File: config.mk
export PLATFORM = sky130hd
export DESIGN_NAME = utopia_phy_cell_user_port_flat
export DESIGN_NICKNAME = d
export VERILOG_FILES = /design/src/pkg/utopia_user_pkg.sv /design/src/pkg/utopia_user_if.sv /design/src/design/utopia_phy_cell_user_port.sv /design/src/flat_wrapper.sv
export SDC_FILE = /design/constraint.sdc
export NUM_CORES = 1
export LEC_CHECK = 0
export ABC_CLOCK_PERIOD_IN_PS = 6580
export BUFFER_PORTS_ARGS = -buffer_cell sky130_fd_sc_hd__buf_2
export CAP_MARGIN = 0
export CELL_PAD_IN_SITES_DETAIL_PLACEMENT = 0
export CELL_PAD_IN_SITES_GLOBAL_PLACEMENT = 1
export CORE_MARGIN = 8
export CORE_UTILIZATION = 48
export DETAILED_ROUTE_END_ITERATION = 10
export PLACE_DENSITY_LB_ADDON = 0.1
export SLEW_MARGIN = 25
export SYNTH_ARGS = -nofsm -noshare
export SYNTH_HDL_FRONTEND = slang
export SYNTH_SLANG_ARGS = --single-unit
File: constraint.sdc
create_clock -name clock_in -period 6.58 [get_ports clock_in]
set_input_delay 0 -clock clock_in [delete_from_list [all_inputs] [get_ports clock_in]]
set_output_delay 0 -clock clock_in [all_outputs]
set_load 0.01 [all_outputs]
File: src/pkg/utopia_user_pkg.sv
package utopia_user_pkg;

	// ****************************************
	// Widths
	// ****************************************
	localparam int BYTE_W = 8;
	localparam int WORD_W = 16;
	localparam int INDEX_W = 5;
	localparam int POS_W = 6;

	// ****************************************
	// Cell layout
	// ****************************************
	// Word positions run 0x00 to 0x1A; the index shows 0x1B once the cell is whole.
	localparam logic [INDEX_W-1:0] LAST_INDEX = 5'h1B;
	// Fifth header byte, copied into the sixth in short-cell mode.
	localparam logic [POS_W-1:0] COPY_POS = 6'h04;
	// Position that follows the copied byte.
	localparam logic [POS_W-1:0] AFTER_COPY_POS = 6'h06;
	// Last of the 54 user byte positions.
	localparam logic [POS_W-1:0] LAST_POS = 6'h35;

	// ****************************************
	// States
	// ****************************************
	typedef enum logic {
		TX_WAIT = 1'b0,
		TX_CELL = 1'b1
	} tx_state_type;

	typedef enum logic {
		RX_IDLE = 1'b0,
		RX_SEND = 1'b1
	} rx_state_type;

endpackage

File: src/pkg/utopia_user_if.sv
interface utopia_user_if;

	// Write side, core to user logic.
	logic write_space_ready;
	logic write_port_selected;
	logic write_word_strobe;
	logic [utopia_user_pkg::INDEX_W-1:0] write_word_index;
	logic [utopia_user_pkg::WORD_W-1:0] write_word_bus;

	// Read side, user logic to core.
	logic read_cell_ready;
	logic read_word_request;
	logic [utopia_user_pkg::INDEX_W-1:0] read_word_index;
	logic [utopia_user_pkg::WORD_W-1:0] read_word_bus;

	// The cell core end.
	modport phy_end (
		input write_space_ready,
		output write_port_selected,
		output write_word_strobe,
		output write_word_index,
		output write_word_bus,
		input read_cell_ready,
		output read_word_request,
		output read_word_index,
		input read_word_bus
	);

	// The cell buffer or user logic end.
	modport user_end (
		output write_space_ready,
		input write_port_selected,
		input write_word_strobe,
		input write_word_index,
		input write_word_bus,
		output read_cell_ready,
		input read_word_request,
		input read_word_index,
		output read_word_bus
	);

endinterface

File: src/design/utopia_phy_cell_user_port.sv
module utopia_phy_cell_user_port (
	// Clock and reset.
	input wire logic clock_in,
	input wire logic rst_in,
	// Cell size: low for 53-byte link cells, high for 54.
	input wire logic cell_size_select_in,
	// Ingress link.
	input wire logic tx_link_clock_in,
	input wire logic tx_select_n_in,
	input wire logic tx_cell_start_in,
	input wire logic [utopia_user_pkg::BYTE_W-1:0] tx_data_in,
	output logic tx_cell_available_out,
	// Egress link.
	input wire logic rx_link_clock_in,
	input wire logic rx_select_n_in,
	output logic rx_cell_start_out,
	output logic [utopia_user_pkg::BYTE_W-1:0] rx_data_out,
	output logic rx_cell_available_out,
	// User side.
	utopia_user_if.phy_end port_if
);

	// ****************************************
	// Pin synchronisers
	// ****************************************

	// Ingress vector: clock, select, start, data.
	localparam int TX_VEC_W = utopia_user_pkg::BYTE_W + 3;
	// Egress vector: clock, select, size.
	localparam int RX_VEC_W = 3;

	// First stages are read only by the second stages.
	logic [TX_VEC_W-1:0] tx_meta;
	logic [TX_VEC_W-1:0] tx_sync;
	logic [TX_VEC_W-1:0] tx_prev;
	logic [RX_VEC_W-1:0] rx_meta;
	logic [RX_VEC_W-1:0] rx_sync;
	logic [RX_VEC_W-1:0] rx_prev;

	// The third stage holds values from before the edge, so data that changes
	// just after the link edge is never taken by mistake.
	always_ff @(posedge clock_in or posedge rst_in) begin
		if (rst_in) begin
			tx_meta <= '0;
			tx_sync <= '0;
			tx_prev <= '0;
			rx_meta <= '0;
			rx_sync <= '0;
			rx_prev <= '0;
		end else begin
			tx_meta <= {tx_link_clock_in, tx_select_n_in, tx_cell_start_in, tx_data_in};
			tx_sync <= tx_meta;
			tx_prev <= tx_sync;
			rx_meta <= {rx_link_clock_in, rx_select_n_in, cell_size_select_in};
			rx_sync <= rx_meta;
			rx_prev <= rx_sync;
		end
	end

	// One-cycle enables at each rising link clock edge.
	logic tx_tick;
	logic rx_tick;
	// Sampled pins, as they stood at the edge.
	logic tx_sel_n;
	logic tx_start;
	logic [utopia_user_pkg::BYTE_W-1:0] tx_byte;
	logic rx_sel_n;
	logic short_cells;

	assign tx_tick = tx_sync[TX_VEC_W-1] && !tx_prev[TX_VEC_W-1];
	assign rx_tick = rx_sync[RX_VEC_W-1] && !rx_prev[RX_VEC_W-1];
	assign tx_sel_n = tx_prev[TX_VEC_W-2];
	assign tx_start = tx_prev[TX_VEC_W-3];
	assign tx_byte = tx_prev[utopia_user_pkg::BYTE_W-1:0];
	assign rx_sel_n = rx_prev[1];
	assign short_cells = !rx_prev[0];

	// ****************************************
	// Cell available
	// ****************************************

	// Each flag follows the user readiness on its own link clock.
	always_ff @(posedge clock_in or posedge rst_in) begin
		if (rst_in) begin
			tx_cell_available_out <= 1'b0;
			rx_cell_available_out <= 1'b0;
		end else begin
			if (tx_tick) begin
				tx_cell_available_out <= port_if.write_space_ready;
			end
			if (rx_tick) begin
				rx_cell_available_out <= port_if.read_cell_ready;
			end
		end
	end

	// ****************************************
	// Ingress: bytes to words
	// ****************************************

	utopia_user_pkg::tx_state_type tx_state;
	// Next user byte position expected.
	logic [utopia_user_pkg::POS_W-1:0] tx_pos;
	// Upper byte waiting for its partner.
	logic [utopia_user_pkg::BYTE_W-1:0] tx_upper;
	// The copied header byte lands in the same word as the fifth one.
	logic copy_now;

	assign copy_now = short_cells && (tx_pos == utopia_user_pkg::COPY_POS);

	// Selection flag: set on any selected edge, cleared only by deselection.
	always_ff @(posedge clock_in or posedge rst_in) begin
		if (rst_in) begin
			port_if.write_port_selected <= 1'b0;
		end else if (tx_tick) begin
			port_if.write_port_selected <= !tx_sel_n;
		end
	end

	// Cell progress and word assembly.
	always_ff @(posedge clock_in or posedge rst_in) begin
		if (rst_in) begin
			tx_state <= utopia_user_pkg::TX_WAIT;
			tx_pos <= '0;
			tx_upper <= '0;
			port_if.write_word_strobe <= 1'b0;
			port_if.write_word_index <= '0;
			port_if.write_word_bus <= '0;
		end else if (tx_tick) begin
			// Each word's strobe lasts one link cycle; the index moves on the edge after it.
			if (port_if.write_word_strobe) begin
				port_if.write_word_strobe <= 1'b0;
				port_if.write_word_index <= port_if.write_word_index + 1'b1;
			end else if (port_if.write_word_index == utopia_user_pkg::LAST_INDEX) begin
				port_if.write_word_index <= '0;
			end
			if (tx_sel_n) begin
				// Deselection inside a cell aborts it; the index drops to zero.
				if (tx_state == utopia_user_pkg::TX_CELL) begin
					tx_state <= utopia_user_pkg::TX_WAIT;
					port_if.write_word_strobe <= 1'b0;
					port_if.write_word_index <= '0;
				end
			end else if (tx_start) begin
				// Start may come on the very edge that selects the port.
				if (tx_state == utopia_user_pkg::TX_CELL) begin
					port_if.write_word_strobe <= 1'b0;
					port_if.write_word_index <= '0;
				end
				tx_state <= utopia_user_pkg::TX_CELL;
				tx_upper <= tx_byte;
				tx_pos <= 6'h01;
			end else if (tx_state == utopia_user_pkg::TX_CELL) begin
				unique case (tx_pos[0])
					1'b0: begin
						tx_upper <= tx_byte;
						if (copy_now) begin
							// The fifth byte fills both halves; no gap follows the word before.
							port_if.write_word_bus <= {tx_byte, tx_byte};
							port_if.write_word_strobe <= 1'b1;
							tx_pos <= utopia_user_pkg::AFTER_COPY_POS;
						end else begin
							tx_pos <= tx_pos + 1'b1;
						end
					end
					1'b1: begin
						port_if.write_word_bus <= {tx_upper, tx_byte};
						port_if.write_word_strobe <= 1'b1;
						if (tx_pos == utopia_user_pkg::LAST_POS) begin
							tx_state <= utopia_user_pkg::TX_WAIT;
						end else begin
							tx_pos <= tx_pos + 1'b1;
						end
					end
				endcase
			end
		end
	end

	// ****************************************
	// Egress: words to bytes
	// ****************************************

	utopia_user_pkg::rx_state_type rx_state;
	// User byte position sent on this edge.
	logic [utopia_user_pkg::POS_W-1:0] rx_pos;
	// Lower byte of the word last captured.
	logic [utopia_user_pkg::BYTE_W-1:0] rx_lower;
	// Short mode skips the sixth byte and needs the next word at once.
	logic skip_now;
	// A new cell may follow without a gap.
	logic may_start;

	assign skip_now = short_cells && (rx_pos == utopia_user_pkg::COPY_POS);
	assign may_start = port_if.read_cell_ready && !rx_sel_n;

	// Fetch and send. Requests fall on odd positions and, in short mode, on the fifth, so each word arrives as
	// its upper byte is due; deselection is not looked at inside a cell.
	always_ff @(posedge clock_in or posedge rst_in) begin
		if (rst_in) begin
			rx_state <= utopia_user_pkg::RX_IDLE;
			rx_pos <= '0;
			rx_lower <= '0;
			rx_data_out <= '0;
			rx_cell_start_out <= 1'b0;
			port_if.read_word_request <= 1'b0;
			port_if.read_word_index <= '0;
		end else if (rx_tick) begin
			unique case (rx_state)
				utopia_user_pkg::RX_IDLE: begin
					rx_cell_start_out <= 1'b0;
					if (may_start) begin
						rx_state <= utopia_user_pkg::RX_SEND;
						port_if.read_word_request <= 1'b1;
						port_if.read_word_index <= '0;
						rx_pos <= '0;
					end
				end
				utopia_user_pkg::RX_SEND: begin
					// The requested word is taken on the edge after the request.
					if (port_if.read_word_request) begin
						rx_data_out <= port_if.read_word_bus[15:8];
						rx_lower <= port_if.read_word_bus[7:0];
						port_if.read_word_index <= port_if.read_word_index + 1'b1;
					end else begin
						rx_data_out <= rx_lower;
					end
					rx_cell_start_out <= (rx_pos == '0);
					port_if.read_word_request <= (rx_pos[0] && (rx_pos != utopia_user_pkg::LAST_POS)) ||
						skip_now;
					if (skip_now) begin
						rx_pos <= utopia_user_pkg::AFTER_COPY_POS;
					end else begin
						rx_pos <= rx_pos + 1'b1;
					end
					if (rx_pos == utopia_user_pkg::LAST_POS) begin
						port_if.read_word_index <= '0;
						if (may_start) begin
							port_if.read_word_request <= 1'b1;
							rx_pos <= '0;
						end else begin
							rx_state <= utopia_user_pkg::RX_IDLE;
						end
					end
				end
			endcase
		end
	end

endmodule // utopia_phy_cell_user_port

File: src/flat_wrapper.sv
// flat-port wrapper written by rule: the top's interface ports become plain ports
module utopia_phy_cell_user_port_flat 
  (clock_in, rst_in, cell_size_select_in, tx_link_clock_in, tx_select_n_in, tx_cell_start_in, tx_data_in, tx_cell_available_out, rx_link_clock_in, rx_select_n_in, rx_cell_start_out, rx_data_out, rx_cell_available_out, port_if_write_space_ready, port_if_write_port_selected, port_if_write_word_strobe, port_if_write_word_index, port_if_write_word_bus, port_if_read_cell_ready, port_if_read_word_request, port_if_read_word_index, port_if_read_word_bus);
  utopia_user_if port_if_i ();
  input wire logic clock_in;
  input wire logic rst_in;
  input wire logic cell_size_select_in;
  input wire logic tx_link_clock_in;
  input wire logic tx_select_n_in;
  input wire logic tx_cell_start_in;
  input wire logic [utopia_user_pkg::BYTE_W-1:0] tx_data_in;
  output logic tx_cell_available_out;
  input wire logic rx_link_clock_in;
  input wire logic rx_select_n_in;
  output logic rx_cell_start_out;
  output logic [utopia_user_pkg::BYTE_W-1:0] rx_data_out;
  output logic rx_cell_available_out;
  input wire logic [$bits(port_if_i.write_space_ready)-1:0] port_if_write_space_ready;
  output wire logic [$bits(port_if_i.write_port_selected)-1:0] port_if_write_port_selected;
  output wire logic [$bits(port_if_i.write_word_strobe)-1:0] port_if_write_word_strobe;
  output wire logic [$bits(port_if_i.write_word_index)-1:0] port_if_write_word_index;
  output wire logic [$bits(port_if_i.write_word_bus)-1:0] port_if_write_word_bus;
  input wire logic [$bits(port_if_i.read_cell_ready)-1:0] port_if_read_cell_ready;
  output wire logic [$bits(port_if_i.read_word_request)-1:0] port_if_read_word_request;
  output wire logic [$bits(port_if_i.read_word_index)-1:0] port_if_read_word_index;
  input wire logic [$bits(port_if_i.read_word_bus)-1:0] port_if_read_word_bus;
  assign port_if_i.write_space_ready = port_if_write_space_ready;
  assign port_if_write_port_selected = port_if_i.write_port_selected;
  assign port_if_write_word_strobe = port_if_i.write_word_strobe;
  assign port_if_write_word_index = port_if_i.write_word_index;
  assign port_if_write_word_bus = port_if_i.write_word_bus;
  assign port_if_i.read_cell_ready = port_if_read_cell_ready;
  assign port_if_read_word_request = port_if_i.read_word_request;
  assign port_if_read_word_index = port_if_i.read_word_index;
  assign port_if_i.read_word_bus = port_if_read_word_bus;
  utopia_phy_cell_user_port u_core (.clock_in(clock_in), .rst_in(rst_in), .cell_size_select_in(cell_size_select_in), .tx_link_clock_in(tx_link_clock_in), .tx_select_n_in(tx_select_n_in), .tx_cell_start_in(tx_cell_start_in), .tx_data_in(tx_data_in), .tx_cell_available_out(tx_cell_available_out), .rx_link_clock_in(rx_link_clock_in), .rx_select_n_in(rx_select_n_in), .rx_cell_start_out(rx_cell_start_out), .rx_data_out(rx_data_out), .rx_cell_available_out(rx_cell_available_out), .port_if(port_if_i));
endmodule
==> impl_metrics.json <==
{
  "end_kind": "flip-flop",
  "synthTopCellsByArea": "dfrtp_1, mux2_2, o21ai_0",
  "post-synth-top-count-cell": "dfrtp_1",
  "synth_warnings": 0,
  "grt_busiest_layer": "met2",
  "cts.path.max_buffers": 2,
  "vias": 2956,
  "power.density_nw_per_um2": 311.9,
  "crit_path_start_kind": "flip-flop",
  "drt_iter0_drc": 105,
  "htreeDepth": 3,
  "drive_gt1_frac": 0.2982,
  "synthTopCellsByCount": "dfrtp_1, mux2_2, nand2_1, o21ai_0, nor2_1",
  "clock-sinks": 112,
  "worstReg2RegStart": "u_core.tx_pos[0]$_DFFE_PP0P_",
  "synth_top_cell_area_share": 0.6322,
  "yosys.area.top_type": "dfrtp_1",
  "fin_crit_sh": 0.3960,
  "synth.ff_latch_count": 112,
  "cp_slowest_stage_delay_ps": 710,
  "crit_required_ps": 6830,
  "drc": 0,
  "cp_slowest_cell": "o2111a_1",
  "initial_core_util": 0.4867,
  "netlist_area_um2": 4433,
  "coreArea_um2": 9109,
  "synth_fp_nets": 384,
  "drt_wl_total_um": 8545,
  "irDropWorstVdd_mv": 0.1481,
  "cts_made_buffers": 9,
  "dieArea_um2": 12570,
  "grt.met2_usage": 0.2224,
  "final.setup.tns_ps": 0,
  "grt_max_degree": 87,
  "worst_pin_slew_ps": 783.9,
  "avgSynthCellArea_um2": 12.96,
  "crit_path_cell_trace": "inv_1 -> ha_1 -> nor2b_1 -> and3_1 -> o2111a_1 -> mux2_2",
  "worst-r2r-setup-slack_ps": 3970,
  "fin_crit_ps": 2606,
  "wire_per_inst_um": 15.07,
  "postCtsResizedCells": 0,
  "gp_congestion": 0.8361,
  "dr.pass1.iters": 4,
  "maxSlewViolCount": 0,
  "grt_pass1_vias": 3049,
  "synthArstFlopShare": 1.000,
  "final_core_util": 0.6003,
  "fin_skew_ps": 14.65,
  "via_per_inst": 5.213,
  "clk_latency_ps": 360,
  "hold_class": "input pin to asynchronous set/reset pin",
  "cts-root-buf": "clkbuf_8",
  "use_met1": 0.1861,
  "rsz0062_at_grt": "false",
  "p_leak_nw": 2.607,
  "final-setup-viol-count": 0,
  "timing.fmax_mhz": 383.8,
  "grt_pass1_wl_um": 14870,
  "arrival_ps": 2860,
  "outcome": "finished clean",
  "use_met3": 0.04616,
  "tritoncts": "built",
  "fin_nets": 493,
  "port_buffers": 73,
  "io_pins": 74,
  "synthDistinctLibCells": 44,
  "ys_seq_area_frac": 0.6322,
  "drtAntennaViolNets": 0,
  "path_clk_slew_ps": 110,
  "die_x_um": 112.1,
  "grt.total_usage": 0.1442,
  "dpl.hpwl_um": 5749,
  "r2r-end": "u_core.port_if.write_word_bus[4]$_DFFE_PP0P_",
  "area_delta_synth_final_pct": 23.34,
  "antenna_found_initial": 0,
  "path_max_fanout": 17,
  "path_class": "flip-flop to flip-flop",
  "die_y_um": 112.1,
  "hold_violations": 0,
  "relSlewSlack": 0.4774,
  "antenna_cells": 0,
  "synth_edf_count": 0,
  "overflow": 0,
  "ff2ff_path_depth": 6,
  "syn-instance-count": 342,
  "rows": 35,
  "yosys_most_used_dff": "dfrtp_1",
  "max_cap_violations": 0
}
[per-stage QoR]
stage | power [W] | hold slack (ps) | worst slack (ps) | instance area, um^2 | cells
3_3_place_gp | 0.001252 | -11.90 | 4041 | 4910 | 518
3_5_place_dp | 0.001262 | -10.90 | 3976 | 4913 | 518
6_report | 0.001705 | 151.8 | 3974 | 5468 | 567
5_1_grt | 0.001810 | 160.9 | 3742 | 5468 | 567
4_1_cts | 0.001731 | 127.9 | 3954 | 5468 | 567
2_1_floorplan | 0.001123 | 31.43 | 3621 | 4433 | 342
[kinds of logic after synthesis]
kind of cell	Yosys count	synth area share
muxes	51	0.1270
adders and majority gates	8	0.02258
buffers and inverters	17	0.01524
and+or+nand+nor	85	0.1008
xor gates and xnor gates	5	0.009878
DFF	112	0.6322
AOI/OAI and AO/OA	64	0.09229
[worst max-delay path: cells and delay by family (launching register included)]
kind	cells	cell delay, ps
buffers and inverters	1	220
AO/OA/AOI/OAI	1	710
adder cells (fa/ha/maj)	1	160
flip-flops	1	610
multiplexers	1	410
AND/OR/NAND/NOR	2	380
[power by group]
part / leakage (nW) / internal (W) / switching [W]
Clock: 0.115 / 0.000219 / 0.000232
Combinational: 1.13 / 0.000185 / 0.000157
Sequential: 1.36 / 0.000811 / 0.000101
Total: 2.61 / 0.00122 / 0.000490
[final cells by class]
cell class / count / area, um^2
clock inverters: 7 / 100.1
clock buffers: 9 / 123.9
flip-flops and latches: 112 / 2803
inverters: 8 / 32.53
fillers: 757 / 3641
repair buffers: 107 / 706.9
multi-input cells: 213 / 1563
well taps: 111 / 138.9
[worst max path at each step]
stage,start,end,slack [ps],cells after the start
after floorplan,rst_in,u_core.port_if.read_word_index[0]$_DFFE_PP0P_,3620,1
after global placement,u_core.tx_pos[0]$_DFFE_PP0P_,u_core.port_if.write_word_bus[2]$_DFFE_PP0P_,4040,6
after detailed placement,u_core.tx_pos[0]$_DFFE_PP0P_,u_core.port_if.write_word_bus[3]$_DFFE_PP0P_,3980,6
after CTS,u_core.tx_pos[0]$_DFFE_PP0P_,u_core.port_if.write_word_bus[12]$_DFFE_PP0P_,3950,6
after global routing,u_core.tx_pos[0]$_DFFE_PP0P_,u_core.port_if.write_word_bus[12]$_DFFE_PP0P_,3740,6
final,u_core.tx_pos[0]$_DFFE_PP0P_,u_core.port_if.write_word_bus[4]$_DFFE_PP0P_,3970,6
[sequential cells by signal, summed over array words and instances (netlist names), 6 cells and up]
register,cells
u_core.rx_pos,6
u_core.rx_lower,8
u_core.rx_data_out,8
u_core.tx_pos,6
u_core.port_if.write_word_bus,16
u_core.tx_prev,11
u_core.tx_upper,8
u_core.tx_sync,11
u_core.tx_meta,11
[routing by layer]
metal	vias to the layer above	share of wire
met2	64	0.45
met1	1448	0.48
met4	0	0.014
li1	1434	-
met3	10	0.057
met5	-	0
[timing repair]
action | 4_1_cts | 5_1_grt
buffers inserted | 0 | 0
endpoints found under the hold margin | 58 | 0
hold buffers | 33 | 0
[placed cells by master, fill, tap and decap left out, drive strengths merged, types with 5 or more instances in the layout]
master       instances
dfrtp              112
buf                 74
mux2                42
dlygate4sd3         33
nand2               30
o21ai               27
inv                 11
nor2                10
mux2i                9
clkbuf               9
nand3                8
ha                   8
a21oi                8
nor2b                6
a21o                 6
nand2b               5
a31oi                5
nand4                5
a22o                 5
(Power assumes the default switching activity.)
